## src/rsf_pkg.sv

```systemverilog
package rsf_pkg;

    // ========================================
    // Clock
    localparam int CLK_HZ        = 20_000_000;
    localparam int CLK_PERIOD_NS = 50;
    localparam int CLK_PER_US    = CLK_HZ / 1_000_000;

    // ========================================
    // Register map (offset is a word index, byte address = 4 * index)
    localparam logic [29:0] CAUSE_REG_INDEX = 30'h000000ef;
    localparam int          REG_W           = 8;

    // Field positions of reset_cause_and_enable
    localparam int BIT_UNUSED   = 7;
    localparam int BIT_FLASH    = 6;
    localparam int BIT_COMP     = 5;
    localparam int BIT_SOFT     = 4;
    localparam int BIT_WDOG     = 3;
    localparam int BIT_CLKLOSS  = 2;
    localparam int BIT_POWERON  = 1;
    localparam int BIT_PIN      = 0;

    // Cause flags after power-on: only the power-on flag set
    localparam logic [6:0] CAUSE_POR_VALUE = 7'h02;
    localparam logic [6:0] CAUSE_NONE      = 7'h00;
    localparam logic       UNUSED_READ     = 1'b1;
    localparam logic       VMON_EN_RESET   = 1'b0;

    // ========================================
    // Timing
    localparam int MCD_TIMEOUT_US     = 350;
    localparam int MCD_TIMEOUT_MAX_US = 650;
    localparam int MCD_TIMEOUT_CYC    = MCD_TIMEOUT_US * CLK_PER_US;
    localparam int START_DELAY_MAX_US = 350;
    localparam int START_DELAY_NS     = 800;
    localparam int START_DELAY_CYC    =
        (START_DELAY_NS + CLK_PERIOD_NS - 1) / CLK_PERIOD_NS;
    localparam int HOLD_MIN_NS        = 1000;
    localparam int HOLD_MIN_CYC       =
        (HOLD_MIN_NS + CLK_PERIOD_NS - 1) / CLK_PERIOD_NS;
    localparam int CNT_W              = 16;

    // ========================================
    // Sequencer states
    typedef enum logic [1:0] {
        SEQ_RUN,
        SEQ_HOLD,
        SEQ_START
    } rsf_seq_t;

endpackage

```

## src/rsf_reset_source_flags.sv

```systemverilog
`timescale 1ns/10ps

module rsf_reset_source_flags
    import rsf_pkg::*;
#(
    parameter int MCD_TIMEOUT = MCD_TIMEOUT_CYC
)(
    input  wire logic        clk,
    input  wire logic        sys_rst,
    input  wire logic        ce,
    input  wire logic        wb_cyc_i,
    input  wire logic        wb_stb_i,
    input  wire logic        wb_we_i,
    input  wire logic [31:0] wb_adr_i,
    input  wire logic [3:0]  wb_sel_i,
    input  wire logic [31:0] wb_dat_i,
    output      logic [31:0] wb_dat_o,
    output      logic        wb_ack_o,
    input  wire logic        rstPinIn,
    output      logic        rstPinOut,
    output      logic        rstPinOe,
    input  wire logic        watchdogTimeout,
    input  wire logic        flashFault,
    input  wire logic        comparatorOut,
    input  wire logic        supplyLow,
    input  wire logic        sysClkEdge,
    output      logic        sysResetOut,
    output      logic        coreRun
);

    // ========================================
    // Helpers

    function automatic logic cntDone(
        input logic [CNT_W-1:0] cnt,
        input logic [CNT_W-1:0] lim
    );
        cntDone = (cnt >= lim);
    endfunction

    function automatic logic [CNT_W-1:0] cntStep(
        input logic [CNT_W-1:0] cnt
    );
        cntStep = cnt + CNT_W'(1);
    endfunction

    // Clear beats a write in the same cycle, so a reset never
    // leaves a source armed behind it
    function automatic logic enableNext(
        input logic cur,
        input logic clr,
        input logic clrVal,
        input logic load,
        input logic wrBit
    );
        if (clr) begin
            enableNext = clrVal;
        end else if (load) begin
            enableNext = wrBit;
        end else begin
            enableNext = cur;
        end
    endfunction

    localparam logic [CNT_W-1:0] MCD_LIM   = CNT_W'(MCD_TIMEOUT);
    localparam logic [CNT_W-1:0] HOLD_LIM  = CNT_W'(HOLD_MIN_CYC);
    localparam logic [CNT_W-1:0] START_LIM = CNT_W'(START_DELAY_CYC);
    localparam logic [CNT_W-1:0] CNT_ZERO  = '0;

    // ========================================
    // State

    rsf_seq_t         seq_reg;
    rsf_seq_t         seq_next;
    logic [CNT_W-1:0] seqCnt_reg;
    logic [CNT_W-1:0] seqCnt_next;
    logic [CNT_W-1:0] mcdCnt_reg;
    logic [CNT_W-1:0] mcdCnt_next;
    logic [6:0]       cause_reg;
    logic [6:0]       cause_next;
    logic             compEn_reg;
    logic             mcdEn_reg;
    logic             vmonEn_reg;
    logic             softReq_reg;
    logic             compEn_next;
    logic             mcdEn_next;
    logic             vmonEn_next;
    logic             softReq_next;
    logic             driveReg_reg;
    logic             driveReg_next;
    logic             ack_reg;
    logic [31:0]      dat_reg;

    // ========================================
    // Bus decode

    wire busReq    = wb_cyc_i && wb_stb_i;
    wire busStart  = busReq && !ack_reg;
    wire regHit    = (wb_adr_i[31:2] == CAUSE_REG_INDEX);
    wire lane0     = wb_sel_i[0];
    wire busWrite  = busReq && ack_reg && wb_we_i && regHit && lane0;
    wire inRun     = (seq_reg == SEQ_RUN);
    wire regWrite  = busWrite && inRun;

    // Flags on read, enables on write, so a read-modify-write
    // turns a stale flag into an enable
    wire [REG_W-1:0] readValue = {
        UNUSED_READ,
        cause_reg[BIT_FLASH],
        cause_reg[BIT_COMP],
        cause_reg[BIT_SOFT],
        cause_reg[BIT_WDOG],
        cause_reg[BIT_CLKLOSS],
        cause_reg[BIT_POWERON],
        cause_reg[BIT_PIN]
    };

    // Unmapped reads return zero rather than a copy of the flags
    wire [31:0] readWord = regHit ?
        {{(32-REG_W){1'b0}}, readValue} : 32'h00000000;

    // ========================================
    // Reset requests

    // Own drive of the pin is not taken as an outside pin reset
    wire pinReq   = !rstPinIn && !rstPinOe;
    wire compReq  = compEn_reg && !comparatorOut;
    wire vmonReq  = vmonEn_reg && supplyLow;
    wire mcdFire  = mcdEn_reg && cntDone(mcdCnt_reg, MCD_LIM);
    wire wdogReq  = watchdogTimeout;
    wire flashReq = flashFault;
    wire softReq  = softReq_reg;

    wire anyReq   = pinReq || compReq || vmonReq || mcdFire ||
                    wdogReq || flashReq || softReq;

    // Level sources; reset entry clears the comparator and supply enables, so only the pin keeps the system held while it stands
    wire levelHeld = pinReq || compReq || vmonReq;

    // Supply monitor reset reports as power-on only; the rest is left
    // cleared since it would carry no meaning
    wire [6:0] causeCaught = vmonReq ? CAUSE_POR_VALUE :
        {flashReq,
         compReq,
         softReq,
         wdogReq,
         mcdFire,
         1'b0,
         pinReq};

    // Pin driven only for resets other than flash fault, software or pin
    wire drivesPin = vmonReq || compReq || mcdFire || wdogReq;

    // ========================================
    // Sequencer

    // Hold stretches while a level source stands, but reset entry clears the comparator and supply enables,
    // so only a pin request that is still there keeps the core from restarting
    wire holdDone  = cntDone(seqCnt_reg, HOLD_LIM);
    wire startDone = cntDone(seqCnt_reg, START_LIM);

    always_comb begin
        seq_next      = seq_reg;
        seqCnt_next   = seqCnt_reg;
        cause_next    = cause_reg;
        driveReg_next = driveReg_reg;
        case (seq_reg)
            SEQ_RUN: begin
                if (anyReq) begin
                    seq_next      = SEQ_HOLD;
                    seqCnt_next   = CNT_ZERO;
                    cause_next    = causeCaught;
                    driveReg_next = drivesPin;
                end
            end
            SEQ_HOLD: begin
                if (!holdDone) begin
                    seqCnt_next = cntStep(seqCnt_reg);
                end else if (!levelHeld) begin
                    seq_next      = SEQ_START;
                    seqCnt_next   = CNT_ZERO;
                    driveReg_next = 1'b0;
                end
            end
            SEQ_START: begin
                if (startDone) begin
                    seq_next = SEQ_RUN;
                end else begin
                    seqCnt_next = cntStep(seqCnt_reg);
                end
            end
            default: begin
                seq_next      = SEQ_START;
                seqCnt_next   = CNT_ZERO;
                driveReg_next = 1'b0;
            end
        endcase
    end

    always_ff @(posedge clk or posedge sys_rst) begin
        if (sys_rst) begin
            seq_reg    <= SEQ_START;
            seqCnt_reg <= CNT_ZERO;
        end else if (ce) begin
            seq_reg    <= seq_next;
            seqCnt_reg <= seqCnt_next;
        end
    end

    always_ff @(posedge clk or posedge sys_rst) begin
        if (sys_rst) begin
            cause_reg <= CAUSE_POR_VALUE;
        end else if (ce) begin
            cause_reg <= cause_next;
        end
    end

    always_ff @(posedge clk or posedge sys_rst) begin
        if (sys_rst) begin
            driveReg_reg <= 1'b0;
        end else if (ce) begin
            driveReg_reg <= driveReg_next;
        end
    end

    // ========================================
    // Clock-loss detector

    // Counts detector clocks since the last supervised clock edge;
    // it runs only while enabled so a stale count cannot fire
    // Limitation: the count runs on clk, so the watched clock must
    // arrive as sysClkEdge pulses already brought into this domain
    wire mcdClear = !mcdEn_reg || sysClkEdge || !inRun;
    wire mcdStep  = !cntDone(mcdCnt_reg, MCD_LIM);

    always_comb begin
        mcdCnt_next = mcdCnt_reg;
        if (mcdClear) begin
            mcdCnt_next = CNT_ZERO;
        end else if (mcdStep) begin
            mcdCnt_next = cntStep(mcdCnt_reg);
        end
    end

    always_ff @(posedge clk or posedge sys_rst) begin
        if (sys_rst) begin
            mcdCnt_reg <= CNT_ZERO;
        end else if (ce) begin
            mcdCnt_reg <= mcdCnt_next;
        end
    end

    // ========================================
    // Enables and software force

    // Every system reset drops the enables; software must set them again
    wire sysResetting = inRun && anyReq;

    assign compEn_next  = enableNext(compEn_reg, sysResetting, 1'b0,
                                     regWrite, wb_dat_i[BIT_COMP]);
    assign mcdEn_next   = enableNext(mcdEn_reg, sysResetting, 1'b0,
                                     regWrite, wb_dat_i[BIT_CLKLOSS]);
    assign vmonEn_next  = enableNext(vmonEn_reg, sysResetting,
                                     VMON_EN_RESET, regWrite,
                                     wb_dat_i[BIT_POWERON]);
    assign softReq_next = enableNext(softReq_reg, sysResetting, 1'b0,
                                     regWrite, wb_dat_i[BIT_SOFT]);

    always_ff @(posedge clk or posedge sys_rst) begin
        if (sys_rst) begin
            compEn_reg <= 1'b0;
        end else if (ce) begin
            compEn_reg <= compEn_next;
        end
    end

    always_ff @(posedge clk or posedge sys_rst) begin
        if (sys_rst) begin
            mcdEn_reg <= 1'b0;
        end else if (ce) begin
            mcdEn_reg <= mcdEn_next;
        end
    end

    always_ff @(posedge clk or posedge sys_rst) begin
        if (sys_rst) begin
            vmonEn_reg <= VMON_EN_RESET;
        end else if (ce) begin
            vmonEn_reg <= vmonEn_next;
        end
    end

    always_ff @(posedge clk or posedge sys_rst) begin
        if (sys_rst) begin
            softReq_reg <= 1'b0;
        end else if (ce) begin
            softReq_reg <= softReq_next;
        end
    end

    // ========================================
    // Wishbone answer

    // One wait state: ack rises the cycle after the request and
    // falls the cycle after that
    // Writes outside RUN are still answered, so the bus never stalls
    // across a reset; they are simply dropped
    always_ff @(posedge clk or posedge sys_rst) begin
        if (sys_rst) begin
            ack_reg <= 1'b0;
        end else if (ce) begin
            ack_reg <= busStart;
        end
    end

    always_ff @(posedge clk or posedge sys_rst) begin
        if (sys_rst) begin
            dat_reg <= 32'h00000000;
        end else if (ce && busStart) begin
            dat_reg <= readWord;
        end
    end

    // ========================================
    // Outputs

    assign wb_ack_o    = ack_reg;
    assign wb_dat_o    = dat_reg;
    assign rstPinOut   = 1'b0;
    assign rstPinOe    = driveReg_reg;
    assign sysResetOut = !inRun;
    assign coreRun     = inRun;

endmodule

```

## config.mk

```make
export PLATFORM = sky130hd
export DESIGN_NAME = rsf_reset_source_flags
export DESIGN_NICKNAME = d
export VERILOG_FILES = /design/src/rsf_pkg.sv /design/src/rsf_reset_source_flags.sv
export SDC_FILE = /design/constraint.sdc
export NUM_CORES = 1
export LEC_CHECK = 0
export BUFFER_PORTS_ARGS = -buffer_cell sky130_fd_sc_hd__buf_2
export CAP_MARGIN = 10
export CELL_PAD_IN_SITES_DETAIL_PLACEMENT = 1
export CELL_PAD_IN_SITES_GLOBAL_PLACEMENT = 1
export CORE_MARGIN = 5
export CORE_UTILIZATION = 35
export DETAILED_ROUTE_END_ITERATION = 6
export PLACE_DENSITY = 0.78
export SLEW_MARGIN = 15
export SYNTH_ARGS = -nofsm -noshare
export SYNTH_HDL_FRONTEND = slang
export SYNTH_SLANG_ARGS = --single-unit
```

## constraint.sdc

```tcl
create_clock -name clk -period 2.9 [get_ports clk]
set_input_delay 0 -clock clk [delete_from_list [all_inputs] [get_ports clk]]
set_output_delay 0 -clock clk [all_outputs]
set_load 0.01 [all_outputs]
```

After elaboration in Yosys (flattened, before gate mapping)
Cells that the tools add are included.
Word-level totals
  register bits: 79
  latch bits: 0
  bits in writable memories: 0
  ROM bits: 0
  bits of input ports: 80
  logic and storage cells: 91
  memories kept: 0
Operators by class
  add/subtract/negate cells: 2
  $mul: 0
  divide/modulo/power cells: 0
  magnitude comparators: 3
  equality and inequality tests: 10
  shift-type cells: 0
  mux-type cells: 26
  bitwise gates (word level): 1
  reduce and logical (&&, ||, !) cells: 38
Operators by type and width (count)
  2-to-1 mux 16 bit: 6
  case mux 16 bit (3 select lines): 1
  adder 16 x 1 -> 16 bit (second input constant): 2
  greater-or-equal comparator 16 x 5 -> 1 bit (second input constant): 2
  == test 30 x 8 -> 1 bit (second input constant): 1
  greater-or-equal comparator 16 x 13 -> 1 bit (second input constant): 1
  logical AND 1 bit: 13
  logical OR 1 bit: 11
  2-to-1 mux 1 bit: 11
  != test 2 bit (second input constant): 5
  AND reduction 5 bit: 2
  2-to-1 mux 2 bit: 4
  2-to-1 mux 8 bit: 1
  2-to-1 mux 7 bit: 1
  logical NOT 1 bit: 6
  case mux 2 bit (3 select lines): 1
  AND reduction 2 bit: 2
  AND reduction 4 bit: 1
  != test 3 bit (second input constant): 1
  case mux 1 bit (3 select lines): 1
  AND reduction 3 bit: 1
  == test 2 x 1 -> 1 bit (second input constant): 1
  == test 2 bit (second input constant): 1
  logical NOT 2 bit: 1
  3 further kinds: 3

Depth between registers and ports, before layout
Gate-level depths: netlist of run 1.
  depth in word-level cells: 11
  gate-level depth with buffers: 8
  mapped depth without buffers: 7

Worst setup path before layout of run 1
No wires, ideal clock.
  path kind: reg-to-reg
  from: reg compEn_reg
  to: reg cause_reg[3]
  setup time: 0.136 ns
  arrival time: 1.886 ns
  slack: 0.878 ns
  stages on the path, launching flop included: 6
  buffers on the path: 1
  cells stage by stage: dfrtp_1 nor2b_1 or4_1 o311ai_1 clkbuf_1 o21ai_0
On the way
  longest elaborated chain between the ends: 8
Ends and longest elaborated chain
  start, declared: line rsf_reset_source_flags.sv:81  | logic compEn_reg;
  start signal, assigned: line rsf_reset_source_flags.sv:273  | compEn_reg <= compEn_next;
  logical AND 1 bit: line rsf_reset_source_flags.sv:127  | wire compReq = compEn_reg && !comparatorOut;
  logical OR 1 bit (4 in a row): line rsf_reset_source_flags.sv:134  | wire anyReq = pinReq || compReq || vmonReq || mcdFire ||
  logical OR 1 bit (2 in a row): line rsf_reset_source_flags.sv:135  | wdogReq || flashReq || softReq;
  AND reduction 3 bit (no line)
  end signal, assigned: line rsf_reset_source_flags.sv:214  | cause_reg <= cause_next;
  end, declared: line rsf_reset_source_flags.sv:79  | logic [6:0] cause_reg;
Every way passes these cells.
A chain may end at the register's enable or synchronous reset.

Final worst setup path of run 1
  from: reg seqCnt_reg[7]
  to: reg seqCnt_reg[12]
On the way
  longest elaborated chain between the ends: 3
  elaborated cells on any way between the ends: 9
Ends and longest elaborated chain
  start, declared: line rsf_reset_source_flags.sv:75  | logic [CNT_W-1:0] seqCnt_reg;
  start signal, assigned: line rsf_reset_source_flags.sv:206  | seqCnt_reg <= seqCnt_next;
  adder 16 x 1 -> 16 bit or greater-or-equal comparator 16 x 5 -> 1 bit (tied branches): line rsf_reset_source_flags.sv:44, rsf_reset_source_flags.sv:38
  2-to-1 mux 16 bit (tied with other cells): line rsf_reset_source_flags.sv:186  | if (startDone) begin
  case mux 16 bit (3 select lines) or AND reduction 4 bit (tied branches)
Several ways; a longest one is shown, not always the timed one. The select of a mux whose other input is x is not followed.

==> metrics.txt, run 1 <==
GPL Wtd Cong 0.831; vias per cell 4.88; FF+latch area 1380 um2; sequential area share after synthesis 48.1%; status finished clean; CP max-delay cell a21boi_2; die height 101 um; WL final 7180 um; crit path max fanout 10; Pwr Density 556 nW/um2; Final min period 2390 ps; clock-pin slew on the worst setup and hold paths around 100 ps; Critical Path RT approximately 3100 ps; synthesized area 2870 um2; root buffer cell clkbuf_8; total core area about 8100 um2; max incr delay on CP 470 ps; Design Area, Final around 3400 um2; Ys Warns 0; vias after detailed routing 2305; Synth Area per Inst around 10 um2; vias in the first global route 2506; die span in x 101 um; maximum vdd ir drop roughly 0.21 mV; fin. max-slew vios 0; top-count cell post-synth dfrtp_1; Seq cells post-synth 55; final-report setup violation count 0; Post-synth ARST share 100%; Fmax achieved about 420 MHz; critical path arrival 2580 ps; Cell Chain, Critical Path nor4_1 > and4_1 > o2bb2ai_1 > a211oi_2 > a21boi_2 > nor2b_1; CTS HTree Levels 2; leakage 1.64 nW; worst-margin pin slew roughly 710 ps; CP Class register to register; clock tree sinks 55; Post-DP Area 3210 um2; Post-route DRC 0; CP Launch Type register; Layout area overhead 19.7%; WL/cell 15.2 um; Total Routing Usage GR 14.8%; initial antenna violation count 0; Remaining Overflow, GRT 0; Num CTS Buffers 5; cell type with the largest total area after synthesis dfrtp_1; top-area cell type share of the netlist area approximately 46%; Setup Buffers After CTS 0; row count 33; Slew HR a little over half; Initial Utilization 35.4%; nets roughly 450; Port Buffers 58; clk_lat worst skew 320 ps; layout cells sized above 1 22.3%; Cell variety after synth 46; Mapped Cells about 290; fill cell count 970; Bufs on Longest Clock Path 2; Crit. End Element register; synth cell count leaders dfrtp_1, nand2_1, buf_4; initial DRC count 45; die footprint just over 10000 um2; Main synth FF type dfrtp_1; pin count of the biggest net entering global routing 39; diodes inserted 0; Area contributors post-synth dfrtp_1, buf_4, nand2_1; RSZ-0062 raised after global routing false; post-DP HPWL 5490 um; first-pass GRT wire length 12100 um; Post-synth EDFFs 0; drt first pass iters 4; CTS tree built; Hold WC Path Type input port to register; fin crit share between 80 and 90%; area of the multi-input gates about 1300 um2; # IOs 117; setup TNS 0 ps; Final Hold Vio Count 0; Final ANT Viol Nets 0; Hold WS ~26 ps; Max Cap Viol 0; Post-Route Skew 15.6 ps
-- final timing paths --
| path | startpoint | end | slack (ps) | cells past startpoint |
|---|---|---|---|---|
| worst max-delay path | seqCnt_reg[7] | seqCnt_reg[12] | 510 | 6 |
| worst min-delay path | ce | wb_ack_o | 30 | 2 |
| worst max register to register | seqCnt_reg[7] | seqCnt_reg[12] | 510 | 6 |
| worst min register to register | wb_dat_o[7] | wb_dat_o[7] | 480 | 1 |
| max in group asynchronous | sys_rst | cause_reg[1] | 1860 | 4 |
| min in group asynchronous | sys_rst | cause_reg[0] | 190 | 3 |
-- layer usage --
layer	track usage (%)	routed length [um]	vias to the layer above
met4	3.73	68	0
met5	0	0	-
met1	18.8	3120	1132
met2	26.0	3750	36
met3	2.35	232	7
li1	-	-	1130
-- repair_timing --
| item | CTS | global route |
|---|---|---|
| endpoints found under the hold margin | 25 | 0 |
| hold buffers | 9 | 0 |
| resized for setup | 0 | 0 |
-- power breakdown --
| group | internal (W) | switching [W] |
|---|---|---|
| registers | 0.000824 | 0.0000393 |
| logic | 0.000163 | 0.000275 |
| clock network | 0.000344 | 0.000263 |
-- critical path: cells and delay by family, from the launching register on --
kind	cells	cell delay [ps]
simple gates	3	820
compound gates	3	1030
flops	1	420
-- per-stage QoR --
stage	utilization, %	power [W]	setup slack, ps	instances
after floorplan	-	0.00118	878	318
after global placement	39.6	0.00129	543	455
after detailed placement	39.6	0.00131	509	455
after CTS	42.4	0.00193	490	472
after global routing	42.4	0.00202	264	472
final	42.4	0.00191	506	472
-- kinds of logic (layout without fill, tap and decap cells) --
logic type / Yosys count / in the layout / share of synthesized area [%]
simple gates: 123 / 123 / 22.8
other cells: 1 / 25 / 0.131
compound gates: 52 / 52 / 13.3
buf+inv: 45 / 94 / 9.21
fa+ha+maj: 7 / 7 / 3.05
mux: 3 / 3 / 1.05
flops: 55 / 55 / 48.1
xor+xnor: 8 / 8 / 2.44
-- cell type report --
class,count,area share (%)
tap,105,3.83
clock inverter,3,1.97
clock buffer,5,2.01
multi-input combinational,218,38.3
inverter,14,1.53
timing repair buffer,72,12.2
sequential,55,40.2
-- cells in the final DEF, fill, tap and decap left out, types with 6 or more instances in the layout --
cell	instances
a21oi_1	6
a22o_1	12
buf_2	58
conb_1	25
dfrtp_1	53
dlygate4sd3_1	9
ha_1	7
inv_1	13
nand2_1	29
nand3_1	15
nand4_1	8
nor2_1	24
nor2b_1	9
nor4_1	6
o21ai_0	12
xor2_1	8
Power figures use the tool's default switching activity.
==> run 2, diff against run 1 <==
Settings changed: ABC_AREA from default to 1, CORE_UTILIZATION 35 to 32, PLACE_DENSITY 0.78 to 0.76.
Clock period 2.9 ns to 2.1 ns, I/O delays scaled along.
==> run 2 against run 1 <==
Compared with the run above:
- clock power increased by 24%
- synthesized cell count is 34% higher
- non-clock buffer count decreased by 3
- global-route usage decreased by 1.1 points
- synthesized area rose by 9.4%
- count of clock-buffer cells in the layout is 1 higher
==> metrics.txt, run 2 <==
CTS tree built (unchanged); synth cell count leaders nand2_1, dfrtp_1, inv_1 (was dfrtp_1, nand2_1, buf_4); Max Cap Viol 0 (unchanged); critical path arrival 2090 ps (was 2580 ps); Pwr Density 713 nW/um2 (was 556 nW/um2); Main synth FF type dfrtp_1 (unchanged); WL final 7640 um (was 7180 um); Area contributors post-synth dfrtp_1, nand2_1, buf_4 (was dfrtp_1, buf_4, nand2_1); clock tree sinks 55 (unchanged); top-count cell post-synth nand2_1 (was dfrtp_1); Synth Area in Compound Gates 7.22% (was 13.3%); R2R cell count 10 (was 6); maximum vdd ir drop 0.295 mV (was 0.215 mV); Crit. End Element register (unchanged); cell type with the largest total area after synthesis dfrtp_1 (unchanged); most frequent cells in the layout nand2_1, buf_2, dfrtp_1, inv_1, nor2_1 (was buf_2, dfrtp_1, nand2_1, conb_1, nor2_1); initial antenna violation count 0 (unchanged); root buffer cell clkbuf_8 (unchanged); Hold WS 19.2 ps (was 25.5 ps); final worst setup slack 235 ps (was 506 ps); crit path max fanout 20 (was 10); die footprint 11900 um2 (was 10100 um2); Int Pwr 0.00175 W (was 0.00133 W); CP Class register to register (unchanged); worst-margin pin slew 669 ps (was 710 ps); diodes inserted 0 (unchanged); die height 109 um (was 101 um); Bufs on Longest Clock Path 2 (unchanged); first-pass GRT wire length 13200 um (was 12100 um); initial DRC count 90 (was 45); Total Routing Usage GR 13.7% (was 14.8%); synthesized-area fraction occupied by adder cells 2.79% (was 3.05%); fin. max-slew vios 0 (unchanged); Post-Route Skew 8.51 ps (was 15.6 ps); vias in the first global route 2881 (was 2506); switching power 0.000865 W (was 0.000577 W); CTS HTree Levels 2 (unchanged); nets 549 (was 453); Post-synth ARST share 100% (unchanged); Hold WC Path Type input port to register (unchanged); vias per cell 4.50 (was 4.88); setup TNS 0 ps (unchanged); worst r2r src seq_reg[1] (was seqCnt_reg[7]); Hold Crit Depth 3 (was 2); Port Buffers 58 (unchanged); most common cell after layout, fill and taps aside nand2_1 (was buf_2); die span in x 109 um (was 101 um); Layout area overhead 17.0% (was 19.7%); CP Launch Type register (unchanged); fin crit share 88.8% (was 82.6%); r2r setup slk 240 ps (was 510 ps); Fmax achieved 536 MHz (was 418 MHz); Post-Synth Simple-Gate Area 31.0% (was 22.8%); GPL Wtd Cong 0.795 (was 0.831); top-area cell type share of the netlist area 42.3% (was 46.2%); Remaining Overflow, GRT 0 (unchanged); main combinational cell family by area after synthesis simple AND/OR/NAND/NOR gates (unchanged); pin count of the biggest net entering global routing 29 (was 39); Post-route DRC 0 (unchanged); RSZ-0062 raised after global routing false (unchanged); CP Launch Point seq_reg[1] (was seqCnt_reg[7]); synthesized area 3140 um2 (was 2870 um2); critical path capture point mcdCnt_reg[4] (was seqCnt_reg[12]); leakage 1.83 nW (was 1.64 nW); cts repair resizes 0 (unchanged); total core area 9680 um2 (was 8090 um2); clock power share 28.7% (was 31.8%); Cell variety after synth 32 (was 46); Final ANT Viol Nets 0 (unchanged); sequential area share after synthesis 43.9% (was 48.1%); Critical Path RT 2320 ps (was 3090 ps); Seq pwr share 45.4% (was 45.2%); row count 36 (was 33); clk_lat worst skew 310 ps (was 320 ps); drt first pass iters 4 (unchanged); Num CTS Buffers 5 (unchanged); clock-pin slew on the worst setup and hold paths 110 ps (was 100 ps); WL/cell 12.8 um (was 15.2 um); vias after detailed routing 2684 (was 2305); Slew HR 55.4% (was 52.2%); sw frac 33.0% (was 30.2%); Seq cells post-synth 55 (unchanged); status finished clean (unchanged); Ys Warns 0 (unchanged); Non-Filler Instances 596 (was 472); Final min period 1860 ps (was 2390 ps); Mapped Cells 394 (was 294); post-DP HPWL 5910 um (was 5490 um); layout cells sized above 1 24.2% (was 22.3%); mux cell area share after synthesis 0% (was 1.05%); Final Hold Vio Count 0 (unchanged); Synth Area per Inst 7.96 um2 (was 9.75 um2); xor and xnor area share after synthesis 0.837% (was 2.44%); Gate power share 25.9% (was 23.0%); # IOs 117 (unchanged); pre-CTS setup slack 274 ps (was 509 ps); FF-to-FF End mcdCnt_reg[4] (was seqCnt_reg[12]); Placed Instances 581 (was 455); Initial Utilization 32.4% (was 35.4%); final-report setup violation count 0 (unchanged); Post-synth EDFFs 0 (unchanged)
## run 2: cell types whose count changed in the layout (fill, tap and decap cells not counted), sizes merged, moves of 6 or more
cell,previous run,this run
and2,6,0
nor2b,9,0
inv,14,52
nand3,15,35
o21ai,12,33
nand4,8,17
nor2,24,56
a22o,12,0
nand2,29,84
nor4,7,1
## run 2: critical path: stages, from the launching register on
cell and delay (ps):
dfstp_2 560, inv_1 70, ha_1 190, nand2_1 70, nor2_1 50, nor2_1 150, inv_1 100, o21ai_1 110
buf_4 260, nand4_1 110, o21ai_0 100
## run 2: area by class of cell
type / count / area, um2
timing repair buffer: 69 / 403
sequential: 55 / 1380
fill: 1216 / 6010
multi-input combinational: 278 / 1410
clock inverter: 2 / 35.0
tap: 133 / 166
inverter: 53 / 199
clock buffer: 6 / 82.6
## run 2: per-layer routing
metal | global-route usage [%] | vias to the layer above | routed length, um
met5 | 0 | - | 0
met4 | 2.43 | 0 | 34
met3 | 2.96 | 4 | 288
met2 | 24.6 | 35 | 3950
met1 | 17.0 | 1317 | 3360
li1 | - | 1328 | -
## run 2: kinds of logic after synthesis
kind of cell | Yosys count
AOI/OAI and AO/OA | 37
xor gates and xnor gates | 3
adders and majority gates | 7
buffers and inverters | 85
DFF | 55
other | 1
and+or+nand+nor | 206
## run 2: metrics by stage
step           total power [W]  util, %  area (um2)
2_1_floorplan          0.00171        -        3230
3_3_place_gp           0.00185     36.0        3480
3_5_place_dp           0.00189     36.0        3480
4_1_cts                0.00265     37.9        3670
5_1_grt                0.00277     37.9        3670
6_report               0.00262     37.9        3670
## run 2: timing repair
action | CTS | global route
hold endpoints to repair | 31 | 0
hold buffers | 7 | 0
buffers inserted | 0 | 0
endpoints found under the setup margin | 0 | 0
## run 2: worst min path at each step
stage,from,endpoint,slack (ps)
2_1_floorplan,wb_dat_i[5],compEn_reg,150
3_3_place_gp,sys_rst,seqCnt_reg[14],130
3_5_place_dp,sys_rst,seqCnt_reg[14],140
4_1_cts,supplyLow,cause_reg[1],20
5_1_grt,comparatorOut,cause_reg[5],20
6_report,supplyLow,cause_reg[1],20
## run 2: power by group through the flow
| stage | Sequential (W) | Combinational (W) | Clock, W |
|---|---|---|---|
| 3_3_place_gp | 0.00120 | 0.000652 | 0 |
| 6_report | 0.00119 | 0.000679 | 0.000751 |
| 4_1_cts | 0.00119 | 0.000695 | 0.000766 |
| 3_5_place_dp | 0.00121 | 0.000679 | 0 |
| 2_1_floorplan | 0.00119 | 0.000521 | 0 |
| 5_1_grt | 0.00120 | 0.000773 | 0.000801 |
==> run 3, diff against run 2 <==
Settings changed: CTS_CLUSTER_DIAMETER from default to 40, SETUP_SLACK_MARGIN from default to 0.5, SKIP_LAST_GASP from default to 1.
==> run 3 against run 2 <==
Compared with the run above:
- largest cell class unchanged
- count of clock-buffer cells in the layout stayed put
- global-route usage up 0.99 points
- via count up 10%
- worst hold slack improved by 32 ps
- fmax up 7.6%
- sequential share of layout area fell by 4.7 points
- clock power fell by 4.1%
- highest routed layer unchanged
- combinational power is 50% higher
==> metrics.txt, run 3 (synthesis gave the netlist of run 2 again) <==
Pwr Density 700 nW/um2 (was 713 nW/um2); Num CTS Buffers 5 (unchanged); max incr delay on CP 560 ps (about the same); leakage 2.07 nW (was 1.83 nW); CTS tree built (unchanged); Bufs on Longest Clock Path 2 (unchanged); Final ANT Viol Nets 0 (unchanged); Hold WC Path Type input port to register (unchanged); Final min period 1730 ps (was 1860 ps); Remaining Overflow, GRT 0 (unchanged); initial DRC count 119 (was 90); Slew HR 61.6% (was 55.4%); WL final 9550 um (was 7640 um); initial antenna violation count 0 (unchanged); layout cells sized above 1 35.8% (was 24.2%); vias per cell 4.73 (was 4.50); root buffer cell clkbuf_8 (unchanged); Layout area overhead 33.7% (was 17.0%); Final Core Density 43.3% (was 37.9%); CP max-delay cell dfstp_2 (unchanged); worst-margin pin slew 575 ps (was 669 ps); # IOs 117 (unchanged); final-report setup violation count 0 (unchanged); Total Routing Usage GR 14.7% (was 13.7%); Max Cap Viol 0 (unchanged); Fmax achieved 577 MHz (was 536 MHz); Critical Path RT 2310 ps (was 2320 ps); die span in x 109 um (unchanged); vias in the first global route 3003 (was 2881); status finished clean (unchanged); post-DP HPWL 5860 um (was 5910 um); Cell Chain, Critical Path inv_2 > ha_2 > nand3_1 > nand2_2 > nor2_1 > nand3_1 > nand2_1 > nand2_1 (was inv_1 > ha_1 > nand2_1 > nor2_1 > nor2_1 > inv_1 > o21ai_1 > buf_4 > nand4_1 > o21ai_0); die height 109 um (unchanged); nets 580 (was 549); most frequent cells in the layout nand2_1, buf_2, dfrtp_1, inv_1, nor2_1 (unchanged); CP Launch Type register (unchanged); Post-Route Skew 9.62 ps (was 8.51 ps); Post-route DRC 0 (unchanged); Initial Utilization 32.4% (unchanged); drt first pass iters 4 (unchanged); Crit. End Element register (unchanged); fin. max-slew vios 0 (unchanged); WL/cell 15.2 um (was 12.8 um); row count 36 (unchanged); GPL Wtd Cong 0.827 (was 0.795); total core area 9680 um2 (unchanged); Final Hold Vio Count 0 (unchanged); clk_lat worst skew 320 ps (was 310 ps); critical path arrival 1940 ps (was 2090 ps); RSZ-0062 raised after global routing true (was false); crit path max fanout 6 (was 20); die footprint 11900 um2 (unchanged); setup TNS 0 ps (unchanged); pre-CTS setup slack 215 ps (was 274 ps); pin count of the biggest net entering global routing 31 (was 29); diodes inserted 0 (unchanged); CTS HTree Levels 2 (unchanged); Port Buffers 58 (unchanged); CP Class register to register (unchanged); most common cell after layout, fill and taps aside nand2_1 (unchanged); clock tree sinks 55 (unchanged); fin crit share 82.5% (was 88.8%); final worst setup slack 366 ps (was 235 ps); fill cell count 1183 (was 1216); clock-pin slew on the worst setup and hold paths 100 ps (was 110 ps); vias after detailed routing 2963 (was 2684); maximum vdd ir drop 0.364 mV (was 0.295 mV); first-pass GRT wire length 14000 um (was 13200 um)
run 3: through the flow:
stage	cells	hold WS, ps	power (W)	area [um2]
floorplan	418	146	0.00177	3280
global placement	581	91.0	0.00189	3520
detailed placement	581	90.5	0.00192	3520
CTS	608	18.3	0.00275	3880
global route	627	46.6	0.00309	4200
finish	627	51.2	0.00294	4200
run 3: where the power goes:
group / switching, W / total (W) / internal [W]
combinational: 0.000627 / 0.00102 / 0.000390
clock: 0.000364 / 0.000720 / 0.000357
sequential: 0.0000664 / 0.00120 / 0.00113
total: 0.00106 / 0.00294 / 0.00188
run 3: timing repair:
item / 4_1_cts / 5_1_grt
gates cloned: 4 / 2
setup endpoints to repair: 36 / 45
buffers inserted: 6 / 17
pin swaps: 5 / 16
hold buffers: 9 / 0
hold endpoints to repair: 32 / 0
gates resized for setup: 22 / 47
run 3: final timing paths:
| kind | start | to | slack [ps] | depth (start not counted) |
|---|---|---|---|---|
| worst max register to register | seq_reg[1] | rstPinOe | 370 | 8 |
| worst min register to register | cause_reg[1] | cause_reg[1] | 490 | 2 |
| worst max-delay path | seq_reg[1] | rstPinOe | 370 | 8 |
| max in group asynchronous | sys_rst | cause_reg[1] | 1180 | 4 |
| min in group asynchronous | sys_rst | mcdCnt_reg[1] | 280 | 3 |
| worst min-delay path | sysClkEdge | mcdCnt_reg[13] | 50 | 4 |
run 3: critical path: cells and delay by family (launching register included):
family,cells,cell delay [ps]
flops,1,560
simple gates,6,820
fa+ha+maj,1,200
buf+inv,1,50
run 3: routing by layer:
layer	share of wire, %	track usage (%)
met1	41	17.8
met2	54	27.3
met3	3.8	2.19
met4	2.0	3.34
met5	0	0
run 3: final cells by class:
class | count | area [um2] | share of cell area (%)
clock inverters | 2 | 37.5 | 0.895
multi-input cells | 283 | 1680 | 40.1
repair inverters | 1 | 11.3 | 0.268
flip-flops and latches | 55 | 1380 | 32.9
repair buffers | 94 | 631 | 15.0
inverters | 53 | 216 | 5.16
clock buffers | 6 | 72.6 | 1.73
well taps | 133 | 166 | 3.97
